[config.mk]
export PLATFORM = sky130hd
export DESIGN_NAME = rect_seq
export DESIGN_NICKNAME = d
export VERILOG_FILES = /design/src/rtl/rect_seq_pkg.sv /design/src/rtl/slope_detect.sv /design/src/rtl/rect_seq.sv
export SDC_FILE = /design/constraint.sdc
export NUM_CORES = 1
export LEC_CHECK = 0
export CORE_MARGIN = 4
export CORE_UTILIZATION = 55
export CTS_BUF_LIST = sky130_fd_sc_hd__clkbuf_2 sky130_fd_sc_hd__clkbuf_4 sky130_fd_sc_hd__clkbuf_8
export DETAILED_ROUTE_END_ITERATION = 16
export DONT_BUFFER_PORTS = 1
export GPL_ROUTABILITY_DRIVEN = 0
export HOLD_SLACK_MARGIN = 0.12
export PLACE_DENSITY_LB_ADDON = 0.05
export SLEW_MARGIN = 20
export SYNTH_ARGS = -nofsm -noshare
export SYNTH_HDL_FRONTEND = slang
export SYNTH_SLANG_ARGS = --single-unit
[constraint.sdc]
create_clock -name pclk -period 3.35 [get_ports pclk]
set_input_delay 0.67 -clock pclk [delete_from_list [all_inputs] [get_ports pclk]]
set_output_delay 0.67 -clock pclk [all_outputs]
set_load 0.02 [all_outputs]
[src/rtl/rect_seq_pkg.sv]
package rect_seq_pkg;

    // ------------------------------------------------------------
    // Widths and timing
    // ------------------------------------------------------------
    localparam int VOLT_W = 10;
    localparam int TMR_W = 32;
    localparam int unsigned CLK_HZ = 125_000_000;
    localparam int unsigned SEQ_DELAY_MS = 50;
    localparam int unsigned SLOPE_INTERVAL_US = 1000;

    // ------------------------------------------------------------
    // Bus voltage thresholds, in volts
    // ------------------------------------------------------------
    localparam logic [VOLT_W-1:0] V_DOUBLER = 10'h0C8;
    localparam logic [VOLT_W-1:0] V_BYPASS = 10'h0EB;
    localparam logic [VOLT_W-1:0] V_GOOD_OFF = 10'h0D2;
    localparam logic [VOLT_W-1:0] V_DISABLE = 10'h0BE;
    localparam logic [VOLT_W-1:0] V_OVERVOLT = 10'h190;
    localparam logic [VOLT_W-1:0] V_FAULT = 10'h0B4;
    localparam logic [VOLT_W-1:0] V_PRESENT = 10'h014;

    // ------------------------------------------------------------
    // Register map
    // ------------------------------------------------------------
    localparam logic [7:0] REG_STEP = 8'h00;
    localparam logic [7:0] REG_STATUS = 8'h04;
    localparam logic [7:0] REG_VOLTS = 8'h08;
    localparam logic [VOLT_W-1:0] STEP_RESET = 10'h005;
    localparam int ST_STATE_LSB = 0;
    localparam int ST_DOUBLER = 4;
    localparam int ST_BYPASS = 5;
    localparam int ST_CONV_EN = 6;
    localparam int ST_GOOD_N = 7;

    // ------------------------------------------------------------
    // State
    // ------------------------------------------------------------
    typedef enum logic [2:0] {
        S_CHARGE, S_DOUBLING, S_BYP_WAIT, S_EN_WAIT, S_RUN, S_OVERVOLT
    } seq_state_t;

    typedef struct packed {
        seq_state_t state;
        logic [TMR_W-1:0] timer;
        logic [VOLT_W-1:0] volts;
        logic [VOLT_W-1:0] step;
        logic doubler;
        logic bypass;
        logic conv_en;
        logic good_n;
        logic [31:0] prdata;
        logic pready;
        logic pslverr;
    } seq_regs_t;

    typedef struct packed {
        logic [TMR_W-1:0] cnt;
        logic [VOLT_W-1:0] prev;
        logic flat;
    } slope_regs_t;

endpackage

[src/rtl/slope_detect.sv]
`timescale 1ns/1ps
`default_nettype none

module slope_detect
#(
    parameter int unsigned SAMPLE_CYC = 125000
)
(
    input wire logic pclk,
    input wire logic presetn,
    input wire logic [rect_seq_pkg::VOLT_W-1:0] volts,
    input wire logic [rect_seq_pkg::VOLT_W-1:0] step,
    output logic flat
);

    if (SAMPLE_CYC < 2)
    begin : g_bad_sample
        $error("slope_detect: SAMPLE_CYC must be at least 2");
    end

    rect_seq_pkg::slope_regs_t s_q;
    rect_seq_pkg::slope_regs_t s_d;

    function automatic logic [rect_seq_pkg::VOLT_W-1:0] abs_diff(
        input logic [rect_seq_pkg::VOLT_W-1:0] a,
        input logic [rect_seq_pkg::VOLT_W-1:0] b);
        abs_diff = (a > b) ? a - b : b - a;
    endfunction

    // ------------------------------------------------------------
    // Compare one sample per interval with the one before
    // ------------------------------------------------------------
    always_comb
    begin
        s_d = s_q;
        s_d.flat = 1'b0;
        if (s_q.cnt == rect_seq_pkg::TMR_W'(SAMPLE_CYC - 1))
        begin
            s_d.cnt = '0;
            s_d.prev = volts;
            s_d.flat = abs_diff(volts, s_q.prev) < step;
        end
        else
        begin
            s_d.cnt = s_q.cnt + 1'b1;
        end
    end

    always_ff @(posedge pclk or negedge presetn)
    begin
        if (!presetn)
        begin
            s_q <= '0;
        end
        else
        begin
            s_q <= s_d;
        end
    end

    assign flat = s_q.flat;

endmodule // slope_detect

`default_nettype wire

[src/rtl/rect_seq.sv]
`timescale 1ns/1ps
`default_nettype none

module rect_seq
#(
    parameter int unsigned CLK_HZ = rect_seq_pkg::CLK_HZ,
    parameter int unsigned DELAY_CYC =
        CLK_HZ / 1000 * rect_seq_pkg::SEQ_DELAY_MS,
    parameter int unsigned SAMPLE_CYC =
        CLK_HZ / 1000000 * rect_seq_pkg::SLOPE_INTERVAL_US
)
(
    input wire logic pclk,
    input wire logic presetn,
    input wire logic [rect_seq_pkg::VOLT_W-1:0] bus_volts,
    input wire logic bus_volts_valid,
    input wire logic psel,
    input wire logic penable,
    input wire logic pwrite,
    input wire logic [7:0] paddr,
    input wire logic [31:0] pwdata,
    output logic [31:0] prdata,
    output logic pready,
    output logic pslverr,
    output logic doubler_on,
    output logic bypass_on,
    output logic conv_en,
    output logic bus_good_flag_n
);

    // ------------------------------------------------------------
    // Parameter checks
    // ------------------------------------------------------------
    if (DELAY_CYC < 2 || SAMPLE_CYC < 2)
    begin : g_bad_param
        $error("rect_seq: DELAY_CYC and SAMPLE_CYC must be at least 2");
    end

    localparam logic [rect_seq_pkg::TMR_W-1:0] DELAY_LAST =
        rect_seq_pkg::TMR_W'(DELAY_CYC - 1);

    rect_seq_pkg::seq_regs_t st_q;
    rect_seq_pkg::seq_regs_t st_d;
    logic flat;

    // ------------------------------------------------------------
    // Slope detector
    // ------------------------------------------------------------
    slope_detect #(
        .SAMPLE_CYC(SAMPLE_CYC)
    ) u_slope (
        .pclk(pclk),
        .presetn(presetn),
        .volts(st_q.volts),
        .step(st_q.step),
        .flat(flat)
    );

    function automatic logic [31:0] status_word(
        input rect_seq_pkg::seq_regs_t s);
        status_word = '0;
        status_word[rect_seq_pkg::ST_STATE_LSB +: 3] = s.state;
        status_word[rect_seq_pkg::ST_DOUBLER] = s.doubler;
        status_word[rect_seq_pkg::ST_BYPASS] = s.bypass;
        status_word[rect_seq_pkg::ST_CONV_EN] = s.conv_en;
        status_word[rect_seq_pkg::ST_GOOD_N] = s.good_n;
    endfunction

    // ------------------------------------------------------------
    // Sequencer and register slave
    // ------------------------------------------------------------
    always_comb
    begin
        st_d = st_q;
        st_d.pready = 1'b0;
        st_d.pslverr = 1'b0;
        if (bus_volts_valid)
        begin
            st_d.volts = bus_volts;
        end

        case (st_q.state)
            rect_seq_pkg::S_CHARGE:
            begin
                // Inrush limited charge, everything held off
                st_d.doubler = 1'b0;
                st_d.bypass = 1'b0;
                st_d.conv_en = 1'b0;
                st_d.good_n = 1'b1;
                st_d.timer = '0;
                // A flat slope at a dead bus means no line, not a charged bus
                if (flat && st_q.volts > rect_seq_pkg::V_PRESENT)
                begin
                    if (st_q.volts < rect_seq_pkg::V_DOUBLER)
                    begin
                        st_d.doubler = 1'b1;
                        st_d.state = rect_seq_pkg::S_DOUBLING;
                    end
                    else if (st_q.volts > rect_seq_pkg::V_BYPASS)
                    begin
                        st_d.bypass = 1'b1;
                        st_d.state = rect_seq_pkg::S_BYP_WAIT;
                    end
                end
            end
            rect_seq_pkg::S_DOUBLING:
            begin
                if (flat && st_q.volts > rect_seq_pkg::V_BYPASS)
                begin
                    st_d.bypass = 1'b1;
                    st_d.timer = '0;
                    st_d.state = rect_seq_pkg::S_BYP_WAIT;
                end
            end
            rect_seq_pkg::S_BYP_WAIT:
            begin
                if (st_q.volts < rect_seq_pkg::V_FAULT)
                begin
                    st_d.bypass = 1'b0;
                    st_d.state = rect_seq_pkg::S_CHARGE;
                end
                else if (st_q.timer == DELAY_LAST)
                begin
                    st_d.conv_en = 1'b1;
                    st_d.timer = '0;
                    st_d.state = rect_seq_pkg::S_EN_WAIT;
                end
                else
                begin
                    st_d.timer = st_q.timer + 1'b1;
                end
            end
            rect_seq_pkg::S_EN_WAIT:
            begin
                if (st_q.volts < rect_seq_pkg::V_DISABLE)
                begin
                    st_d.conv_en = 1'b0;
                    st_d.bypass = 1'b0;
                    st_d.doubler = 1'b0;
                    st_d.state = rect_seq_pkg::S_CHARGE;
                end
                else if (st_q.timer == DELAY_LAST)
                begin
                    st_d.good_n = 1'b0;
                    st_d.timer = '0;
                    st_d.state = rect_seq_pkg::S_RUN;
                end
                else
                begin
                    st_d.timer = st_q.timer + 1'b1;
                end
            end
            rect_seq_pkg::S_RUN:
            begin
                if (st_q.volts < rect_seq_pkg::V_DISABLE)
                begin
                    // Past the point of no return: the next start is a full one
                    st_d.conv_en = 1'b0;
                    st_d.good_n = 1'b1;
                    st_d.bypass = 1'b0;
                    st_d.doubler = 1'b0;
                    st_d.state = rect_seq_pkg::S_CHARGE;
                end
                else if (st_q.volts < rect_seq_pkg::V_GOOD_OFF)
                begin
                    st_d.good_n = 1'b1;
                end
                else if (st_q.volts > rect_seq_pkg::V_BYPASS)
                begin
                    // Line came back in time: no new sequence, only status
                    st_d.good_n = 1'b0;
                end
            end
            rect_seq_pkg::S_OVERVOLT:
            begin
                // Thermistor stays in circuit until the bus is safe again
                if (st_q.volts < rect_seq_pkg::V_FAULT)
                begin
                    // Bus collapsed while tripped: start over, bypass stays open
                    st_d.state = rect_seq_pkg::S_CHARGE;
                end
                else if (st_q.volts <= rect_seq_pkg::V_OVERVOLT)
                begin
                    st_d.bypass = 1'b1;
                    st_d.timer = '0;
                    st_d.state = rect_seq_pkg::S_BYP_WAIT;
                end
            end
            default:
            begin
                st_d.state = rect_seq_pkg::S_CHARGE;
            end
        endcase

        // Overvoltage overrides every state
        if (st_q.volts > rect_seq_pkg::V_OVERVOLT)
        begin
            st_d.conv_en = 1'b0;
            st_d.bypass = 1'b0;
            st_d.good_n = 1'b1;
            st_d.timer = '0;
            st_d.state = rect_seq_pkg::S_OVERVOLT;
        end

        // APB: answer prepared in setup, write applied at the access edge
        if (psel && !penable)
        begin
            st_d.pready = 1'b1;
            st_d.prdata = '0;
            if (paddr == rect_seq_pkg::REG_STEP)
            begin
                st_d.prdata = 32'(st_q.step);
            end
            else if (paddr == rect_seq_pkg::REG_STATUS)
            begin
                st_d.prdata = status_word(st_q);
                st_d.pslverr = pwrite;
            end
            else if (paddr == rect_seq_pkg::REG_VOLTS)
            begin
                st_d.prdata = 32'(st_q.volts);
                st_d.pslverr = pwrite;
            end
            else
            begin
                st_d.pslverr = 1'b1;
            end
        end
        if (psel && penable && st_q.pready && pwrite
            && paddr == rect_seq_pkg::REG_STEP)
        begin
            st_d.step = pwdata[rect_seq_pkg::VOLT_W-1:0];
        end
    end

    always_ff @(posedge pclk or negedge presetn)
    begin
        if (!presetn)
        begin
            st_q <= '0;
            st_q.state <= rect_seq_pkg::S_CHARGE;
            st_q.step <= rect_seq_pkg::STEP_RESET;
            st_q.good_n <= 1'b1;
        end
        else
        begin
            st_q <= st_d;
        end
    end

    assign prdata = st_q.prdata;
    assign pready = st_q.pready;
    assign pslverr = st_q.pslverr;
    assign doubler_on = st_q.doubler;
    assign bypass_on = st_q.bypass;
    assign conv_en = st_q.conv_en;
    assign bus_good_flag_n = st_q.good_n;
endmodule // rect_seq

`default_nettype wire

==> results of run 1 <==
[layout by cell type (no fill, tap or decap), types with 10 or more instances in the layout]
cell type / Yosys / final
sky130_fd_sc_hd__clkbuf_8: 0 / 18
sky130_fd_sc_hd__inv_1: 41 / 40
sky130_fd_sc_hd__and3_1: 13 / 13
sky130_fd_sc_hd__conb_1: 1 / 22
sky130_fd_sc_hd__a21oi_1: 34 / 31
sky130_fd_sc_hd__nor2_1: 69 / 69
sky130_fd_sc_hd__nand3_1: 37 / 37
sky130_fd_sc_hd__nor3_1: 13 / 13
sky130_fd_sc_hd__o21ai_0: 53 / 52
sky130_fd_sc_hd__xor2_1: 15 / 15
sky130_fd_sc_hd__nand4_1: 18 / 18
sky130_fd_sc_hd__nand2_1: 66 / 66
sky130_fd_sc_hd__mux2_2: 17 / 15
sky130_fd_sc_hd__nor4_1: 11 / 10
sky130_fd_sc_hd__xnor2_1: 33 / 31
sky130_fd_sc_hd__mux2i_1: 16 / 15
sky130_fd_sc_hd__ha_1: 30 / 27
sky130_fd_sc_hd__buf_4: 35 / 45
sky130_fd_sc_hd__dfrtp_1: 111 / 111
[stage by stage]
step / area [um^2] / worst slack, ns
2_1_floorplan: 7210 / -0.119
3_3_place_gp: 7380 / -0.248
3_5_place_dp: 7380 / -0.323
4_1_cts: 7810 / -0.255
5_1_grt: 7920 / -0.347
6_report: 7920 / -0.268
[worst min path at each step]
stage / startpoint / to / slack [ns] / depth (start not counted)
2_1_floorplan: presetn / bypass_on / 0.37 / 0
3_3_place_gp: presetn / prdata[8] / 0.38 / 0
3_5_place_dp: presetn / prdata[8] / 0.38 / 0
4_1_cts: presetn / prdata[8] / 0.18 / 1
5_1_grt: presetn / st_q[47] / 0.19 / 1
6_report: presetn / st_q[47] / 0.15 / 1
[cells in the mapped netlist, drive strengths merged (7+ instances only)]
library cell	number
nand4	18
xor2	15
o21ai	54
a311oi	9
nor3	13
nand2	67
o21a	9
a21oi	34
nand3	37
inv	41
nor4	12
a22o	7
ha	30
mux2	17
dfrtp	111
clkbuf	22
a211oi	9
nor2	69
and3	13
buf	41
a2111oi	7
xnor2	33
mux2i	16
or3	8
nor2b	9
[flip-flops by register name, summed over array words and instances, names as in the netlist]
name	count
st_q	55
u_slope.s_q	42
prdata	10
bus_good_flag_n	1
bypass_on	1
conv_en	1
doubler_on	1
pready	1
pslverr	1
u_slope.flat	1
[logic make-up (layout without fill, tap and decap cells)]
family | count (synthesis) | in the layout | share of synthesized area (%)
other cells | 1 | 22 | 0.0526
compound gates | 175 | 175 | 16.5
flops | 114 | 114 | 40.1
xor+xnor | 48 | 48 | 5.90
simple gates | 274 | 274 | 19.2
buf+inv | 104 | 119 | 7.44
mux | 33 | 33 | 4.93
fa+ha+maj | 33 | 33 | 5.97
[area by class of cell]
cell class | count | area (um^2)
Multi-Input combinational cell | 585 | 3940
Sequential cell | 114 | 2860
Clock buffer | 19 | 255
Timing Repair Buffer | 46 | 365
Clock inverter | 13 | 138
Tap cell | 172 | 215
Fill cell | 1099 | 4750
Inverter | 41 | 154
[per-layer routing]
layer / routed length, um / GRT usage, % / up-vias / part of all wire (%)
met3: 1050 / 6.92 / 28 / 6.1
li1: - / - / 2802 / -
met1: 7660 / 32.1 / 2861 / 45
met4: 361 / 8.26 / 0 / 2.1
met2: 8020 / 37.5 / 172 / 47
met5: 0 / 0 / - / 0
[power by group]
group / internal, mW / switching, mW / leakage [nW]
registers: 1.43 / 0.0808 / 1.54
clock network: 0.683 / 0.604 / 0.183
logic: 0.390 / 0.672 / 1.64
[repair_timing]
item | 4_1_cts | 5_1_grt
endpoints found under the setup margin | 1 | 1
buffers inserted | 0 | 2
hold buffers | 1 | 0
endpoints found under the hold margin | 114 | 0
pin swaps | 0 | 6
resized for setup | 2 | 20
==> impl_metrics.prom, run 1 <==
# TYPE chip_impl_metric gauge
chip_impl_info{name="result_of_the_run",value="complete, but fails checks"} 1
chip_impl_info{name="violations",value="negative setup slack"} 1
chip_impl_metric{name="critical_path_depth",unit=""} 16
chip_impl_metric{name="r2r_slack",unit="ns"} -0.27
chip_impl_metric{name="drive_gt1_share",unit="%"} 15.3
chip_impl_metric{name="clock-skew-final",unit="ns"} 0.0142
chip_impl_metric{name="worst-path-buf-inv",unit=""} 2
chip_impl_metric{name="yosys.cell_types.count",unit=""} 64
chip_impl_metric{name="mappedNetlistArea",unit="um^2"} 7130
chip_impl_metric{name="number_of_antenna_violations_at_the_first_check_in_global_routing",unit=""} 0
chip_impl_metric{name="drt_iter0_drc",unit=""} 486
chip_impl_info{name="worst-setup-path-type",value="reg -> reg"} 1
chip_impl_metric{name="post_synthesis_instance_total",unit=""} 782
chip_impl_metric{name="buffer_ports.inserted",unit=""} 0
chip_impl_metric{name="period_needed",unit="ns"} 3.62
chip_impl_metric{name="global_route.usage.total",unit="%"} 24.0
chip_impl_metric{name="core.rowCount",unit=""} 41
chip_impl_metric{name="place.detailed.hpwl",unit="mm"} 12.1
chip_impl_metric{name="final_max_slew_viol_count",unit=""} 0
chip_impl_info{name="worst_setup_path_endpoint",value="u_slope.flat"} 1
chip_impl_metric{name="post-route-drc-count",unit=""} 0
chip_impl_metric{name="synth.yosys.seq_area_share",unit="%"} 40.1
chip_impl_metric{name="synth-edff-count",unit=""} 0
chip_impl_metric{name="grt_pass1_wl",unit="mm"} 28.2
chip_impl_metric{name="min_period_over_period",unit="%"} 108
chip_impl_metric{name="finalHoldViolations",unit=""} 0
chip_impl_metric{name="ys_seq_elements",unit=""} 114
chip_impl_metric{name="route.detailed.wl_per_inst",unit="um"} 17.3
chip_impl_metric{name="synth_async_sr_flop_share",unit="%"} 100
chip_impl_info{name="worst_setup_path_end_kind",value="flop"} 1
chip_impl_metric{name="grt_max_degree",unit=""} 115
chip_impl_metric{name="setup_viol",unit=""} 1
chip_impl_metric{name="areal_power_density_over_the_cells",unit="nW/um^2"} 487
chip_impl_metric{name="worst-r2r-cell-count",unit=""} 16
chip_impl_metric{name="first_pass_iteration_count_of_the_detailed_router",unit=""} 5
chip_impl_info{name="r2r_endpoint",value="u_slope.flat"} 1
chip_impl_metric{name="die_y",unit="um"} 122
chip_impl_info{name="synth_flop_cell",value="sky130_fd_sc_hd__dfrtp_1"} 1
chip_impl_info{name="tritoncts",value="yes"} 1
chip_impl_info{name="worst_hold_path_type",value="in -> async"} 1
chip_impl_metric{name="vias",unit=""} 5863
chip_impl_metric{name="nets",unit=""} 893
chip_impl_metric{name="floorplan.die_area",unit="um^2"} 14800
chip_impl_info{name="timing.critical_path.slowest_stage_cell",value="sky130_fd_sc_hd__o41ai_4"} 1
chip_impl_metric{name="cellLeakagePower",unit="nW"} 3.36
chip_impl_metric{name="cts.sink_count",unit=""} 114
chip_impl_metric{name="clock_tree.buffer_depth",unit=""} 2
chip_impl_metric{name="detail_route.vias_per_cell",unit=""} 5.92
chip_impl_metric{name="cpPeakStageDelay",unit="ns"} 0.45
chip_impl_info{name="ys_top_cells_by_area",value="sky130_fd_sc_hd__dfrtp_1 (39%), sky130_fd_sc_hd__ha_1 (5.3%), sky130_fd_sc_hd__xnor2_1 (4.1%)"} 1
chip_impl_metric{name="layout-area-overhead-vs-synth",unit="%"} 11.1
chip_impl_metric{name="worst_slew_pin_slew",unit="ns"} 0.639
chip_impl_info{name="cpLargestDelayFamily",value="compound AO/OA/AOI/OAI gates"} 1
chip_impl_metric{name="design_power_total",unit="mW"} 3.86
chip_impl_metric{name="max_freq",unit="MHz"} 276
chip_impl_metric{name="cp_max_fo",unit=""} 6
chip_impl_metric{name="hold_slack",unit="ns"} 0.154
chip_impl_metric{name="yosys.area.top_type_share",unit="%"} 39.0
chip_impl_info{name="unrepaired_setup_endpoints_after_global_routing",value="yes"} 1
chip_impl_metric{name="fin_setup_tns",unit="ns"} -0.268
chip_impl_metric{name="htree_num_levels",unit=""} 4
chip_impl_metric{name="clk_latency",unit="ns"} 0.45
chip_impl_info{name="worst_setup_path_startpoint",value="st_q[48]"} 1
chip_impl_metric{name="clk_transition_reported_paths",unit="ns"} 0.08
chip_impl_metric{name="antenna-diode-count",unit=""} 0
chip_impl_metric{name="die_width",unit="um"} 122
chip_impl_metric{name="initial_utilization",unit="%"} 56.2
chip_impl_metric{name="max_cap_violations",unit=""} 0
chip_impl_metric{name="yosys_warnings",unit=""} 0
chip_impl_metric{name="irDropWorstVdd",unit="mV"} 0.501
chip_impl_metric{name="layout_setup_ws",unit="ns"} -0.268
chip_impl_metric{name="slew_headroom",unit="%"} 57.1
chip_impl_metric{name="numPlacedInstances",unit=""} 955
chip_impl_info{name="reg2reg_from",value="st_q[48]"} 1
chip_impl_metric{name="number_of_global_route_vias_before_repair",unit=""} 5731
chip_impl_metric{name="detail-route-antenna-nets",unit=""} 0
chip_impl_info{name="cts.root.buffer_cell",value="sky130_fd_sc_hd__clkbuf_8"} 1
chip_impl_info{name="yosysTopAreaCell",value="sky130_fd_sc_hd__dfrtp_1"} 1
chip_impl_metric{name="worst_ep_required",unit="ns"} 3.70
chip_impl_info{name="crit_path_start_kind",value="flop"} 1
chip_impl_metric{name="routed_wirelength",unit="mm"} 17.1
chip_impl_metric{name="cts_made_buffers",unit=""} 17
chip_impl_metric{name="final_core_utilization",unit="%"} 62.5
chip_impl_metric{name="synth_area_per_cell",unit="um^2"} 9.11
chip_impl_metric{name="floorplan.core_area",unit="um^2"} 12700
chip_impl_metric{name="num_io_pins",unit=""} 94
chip_impl_metric{name="stdcell_count",unit=""} 990
chip_impl_info{name="critical_path.cell_chain",value="inv_2 > ha_4 > inv_1 > fa_2 > a21oi_2 > o22ai_2 > o41ai_4 > o21ai_4 > mux2_2 > ha_1 > a21boi_0 > o21a_1 > o21a_1 > o21ai_2 > a21oi_2 > a2111oi_2"} 1
chip_impl_metric{name="cp_data_arrival_time",unit="ns"} 3.97
chip_impl_metric{name="grt_overflow_total",unit=""} 0
No activity file was read; power rests on OpenSTA's default activity.
==> run 2: changes to the inputs <==
--- a/config.mk
+++ b/config.mk
@@ -13,6 +13,7 @@
 export GPL_ROUTABILITY_DRIVEN = 0
 export HOLD_SLACK_MARGIN = 0.12
 export PLACE_DENSITY_LB_ADDON = 0.05
+export RECOVER_POWER = 25
 export SLEW_MARGIN = 20
 export SYNTH_ARGS = -nofsm -noshare
 export SYNTH_HDL_FRONTEND = slang
==> run 2 against run 1 <==
The flow finishes with violations (max-capacitance violations, max-slew violations, negative setup slack). Register-to-register slack about the same. Die area unchanged. Count of clock-buffer cells in the layout unchanged. Setup slack improved by 0.0021 ns. Routed wire length decreased by 0.30%. Final cell count unchanged. Sequential cell count unchanged. Maximum frequency about the same. Global-route usage unchanged. Hold slack improved by 0.14 ns. Critical endpoint unchanged. Largest power group unchanged. Highest routed layer unchanged.
==> impl_metrics.prom, run 2 (synthesis results as in run 1) <==
# TYPE chip_impl_metric gauge
chip_impl_metric{name="clock-skew-final",unit="ns"} 0.0139
chip_impl_metric{name="setup_viol",unit=""} 1
chip_impl_metric{name="detail-route-antenna-nets",unit=""} 0
chip_impl_metric{name="floorplan.die_area",unit="um^2"} 14800
chip_impl_metric{name="global_route.usage.total",unit="%"} 24.0
chip_impl_metric{name="largest_register_ffs",unit=""} 55
chip_impl_info{name="timing.critical_path.slowest_stage_cell",value="sky130_fd_sc_hd__o41ai_4"} 1
chip_impl_metric{name="cpPeakStageDelay",unit="ns"} 0.45
chip_impl_metric{name="layout-area-overhead-vs-synth",unit="%"} 10.8
chip_impl_metric{name="grt_overflow_total",unit=""} 0
chip_impl_metric{name="drive_gt1_share",unit="%"} 15.3
chip_impl_info{name="cts.root.buffer_cell",value="sky130_fd_sc_hd__clkbuf_8"} 1
chip_impl_metric{name="grt_pass1_wl",unit="mm"} 28.2
chip_impl_metric{name="combPwrFrac",unit="%"} 27.5
chip_impl_metric{name="buffer_ports.inserted",unit=""} 0
chip_impl_info{name="critical_path.cell_chain",value="inv_2 > ha_4 > inv_1 > fa_2 > a21oi_2 > o22ai_2 > o41ai_4 > o21ai_4 > mux2_2 > ha_1 > a21boi_0 > o21a_1 > o21a_1 > o21ai_2 > a21oi_2 > a2111oi_2"} 1
chip_impl_info{name="worst_setup_path_end_kind",value="flop"} 1
chip_impl_metric{name="power.share.switching",unit="%"} 35.1
chip_impl_metric{name="min_period_over_period",unit="%"} 108
chip_impl_metric{name="grt_max_degree",unit=""} 115
chip_impl_metric{name="max_freq",unit="MHz"} 277
chip_impl_metric{name="antenna-diode-count",unit=""} 0
chip_impl_metric{name="initial_utilization",unit="%"} 56.2
chip_impl_metric{name="worst_ep_required",unit="ns"} 3.70
chip_impl_metric{name="cts.sink_count",unit=""} 114
chip_impl_metric{name="worst_slew_pin_slew",unit="ns"} 2.77
chip_impl_metric{name="core.rowCount",unit=""} 41
chip_impl_metric{name="areal_power_density_over_the_cells",unit="nW/um^2"} 488
chip_impl_metric{name="clock_tree.buffer_depth",unit=""} 2
chip_impl_metric{name="number_of_antenna_violations_at_the_first_check_in_global_routing",unit=""} 0
chip_impl_metric{name="power.share.clock",unit="%"} 33.3
chip_impl_metric{name="regArea",unit="um^2"} 2860
chip_impl_metric{name="route.detailed.wl_per_inst",unit="um"} 17.2
chip_impl_info{name="tritoncts",value="yes"} 1
chip_impl_metric{name="cp_data_arrival_time",unit="ns"} 3.97
chip_impl_metric{name="floorplan.core_area",unit="um^2"} 12700
chip_impl_metric{name="die_y",unit="um"} 122
chip_impl_metric{name="cellLeakagePower",unit="nW"} 3.35
chip_impl_metric{name="cts_made_buffers",unit=""} 17
chip_impl_metric{name="clk_latency",unit="ns"} 0.46
chip_impl_metric{name="irDropWorstVdd",unit="mV"} 0.500
chip_impl_info{name="largest-register",value="st_q"} 1
chip_impl_metric{name="number_of_global_route_vias_before_repair",unit=""} 5731
chip_impl_metric{name="place.detailed.hpwl",unit="mm"} 12.1
chip_impl_metric{name="max_cap_violations",unit=""} 1
chip_impl_info{name="worst-setup-path-type",value="reg -> reg"} 1
chip_impl_metric{name="multi_input_comb_area",unit="um^2"} 3940
chip_impl_metric{name="power_switching",unit="mW"} 1.35
chip_impl_metric{name="slew_headroom",unit="%"} -84.5
chip_impl_info{name="most_common_cell_after_layout_fill_and_taps_aside",value="sky130_fd_sc_hd__dfrtp_1"} 1
chip_impl_metric{name="layout_setup_ws",unit="ns"} -0.266
chip_impl_metric{name="num_io_pins",unit=""} 94
chip_impl_metric{name="post-route-drc-count",unit=""} 0
chip_impl_info{name="unrepaired_setup_endpoints_after_global_routing",value="yes"} 1
chip_impl_metric{name="internal_power",unit="mW"} 2.50
chip_impl_metric{name="nets",unit=""} 893
chip_impl_metric{name="cp_max_fo",unit=""} 6
chip_impl_metric{name="hold_slack",unit="ns"} 0.297
chip_impl_metric{name="fin_setup_tns",unit="ns"} -0.266
chip_impl_info{name="crit_path_start_kind",value="flop"} 1
chip_impl_metric{name="routed_wirelength",unit="mm"} 17.0
chip_impl_info{name="worst_hold_path_type",value="in -> reg"} 1
chip_impl_info{name="commonest_non_fill_non_tap_cells_in_the_layout",value="sky130_fd_sc_hd__dfrtp_1 (111), sky130_fd_sc_hd__nor2_1 (69), sky130_fd_sc_hd__nand2_1 (66)"} 1
chip_impl_metric{name="first_pass_iteration_count_of_the_detailed_router",unit=""} 5
chip_impl_metric{name="final_max_slew_viol_count",unit=""} 115
chip_impl_metric{name="die_width",unit="um"} 122
chip_impl_metric{name="drt_iter0_drc",unit=""} 500
chip_impl_info{name="result_of_the_run",value="complete, but fails checks"} 1
chip_impl_metric{name="finalHoldViolations",unit=""} 0
chip_impl_metric{name="htree_num_levels",unit=""} 4
chip_impl_metric{name="clk_transition_reported_paths",unit="ns"} 0.08
chip_impl_metric{name="numPlacedInstances",unit=""} 955
chip_impl_metric{name="period_needed",unit="ns"} 3.62
chip_impl_metric{name="detail_route.vias_per_cell",unit=""} 5.91
chip_impl_metric{name="stdcell_count",unit=""} 990
chip_impl_metric{name="fillers",unit=""} 1102
chip_impl_metric{name="power_frac_seq",unit="%"} 39.2
chip_impl_metric{name="vias",unit=""} 5851
chip_impl_info{name="violations",value="max-capacitance violations, max-slew violations, negative setup slack"} 1
[run 2: changes by cell type in the layout (fill, tap and decap cells not counted)]
cell	before	now
sky130_fd_sc_hd__buf_16	1	0
sky130_fd_sc_hd__clkbuf_2	0	1
[run 2: power groups by stage]
stage / sequential (mW) / clock, mW / combinational, mW
global placement: 1.53 / 0 / 0.932
detailed placement: 1.53 / 0 / 0.956
floorplan: 1.51 / 0 / 0.748
global route: 1.52 / 1.38 / 1.16
finish: 1.51 / 1.28 / 1.06
CTS: 1.51 / 1.31 / 1.00
[run 2: worst paths after layout]
check / from / to / slack (ns) / cells after the start
setup / recovery: st_q[48] / u_slope.flat / -0.27 / 16
hold / removal: bus_volts_valid / st_q[55] / 0.30 / 1
setup reg to reg: st_q[48] / u_slope.flat / -0.27 / 16
hold reg to reg: u_slope.s_q[15] / u_slope.s_q[15] / 0.50 / 1
max in group asynchronous: presetn / st_q[90] / 0.63 / 1
min in group asynchronous: presetn / st_q[47] / 1.05 / 1
[run 2: what timing repair did]
item,in CTS,in global routing
setup buffers,0,2
gates cloned,0,0
pin swaps,0,6
hold buffers,1,0
endpoints found under the setup margin,1,1
resized for setup,2,20
hold endpoints to repair,114,0
[run 2: stage by stage]
step | power, mW | setup slack, ns | utilization [%] | instance area [um^2]
6_report | 3.85 | -0.266 | 62.3 | 7900
3_3_place_gp | 2.46 | -0.248 | 58.3 | 7380
5_1_grt | 4.05 | -0.347 | 62.3 | 7900
2_1_floorplan | 2.25 | -0.119 | - | 7210
4_1_cts | 3.81 | -0.255 | 61.6 | 7810
3_5_place_dp | 2.49 | -0.323 | 58.3 | 7380
[run 2: critical path, delay by kind of cell (launching register included)]
kind                     cells  cell delay (ns)
AO/OA/AOI/OAI               10             1.91
flip-flops                   1             0.40
adder cells (fa/ha/maj)      3             0.79
multiplexers                 1             0.30
buffers and inverters        2             0.13
[run 2: area by class of cell]
class	count	area share (%)
sequential	114	36.2
multi-input combinational	585	49.8
tap	172	2.73
inverter	41	1.95
clock buffer	19	3.23
clock inverter	13	1.74
timing repair buffer	46	4.34
[run 2: routing by layer]
metal  track usage (%)  vias up  share of wire, %
li1                  -     2805                 -
met1              32.1     2834                45
met2              37.5      184                47
met3              6.92       28               6.4
met4              8.26        0               2.0
met5                 0        -                 0
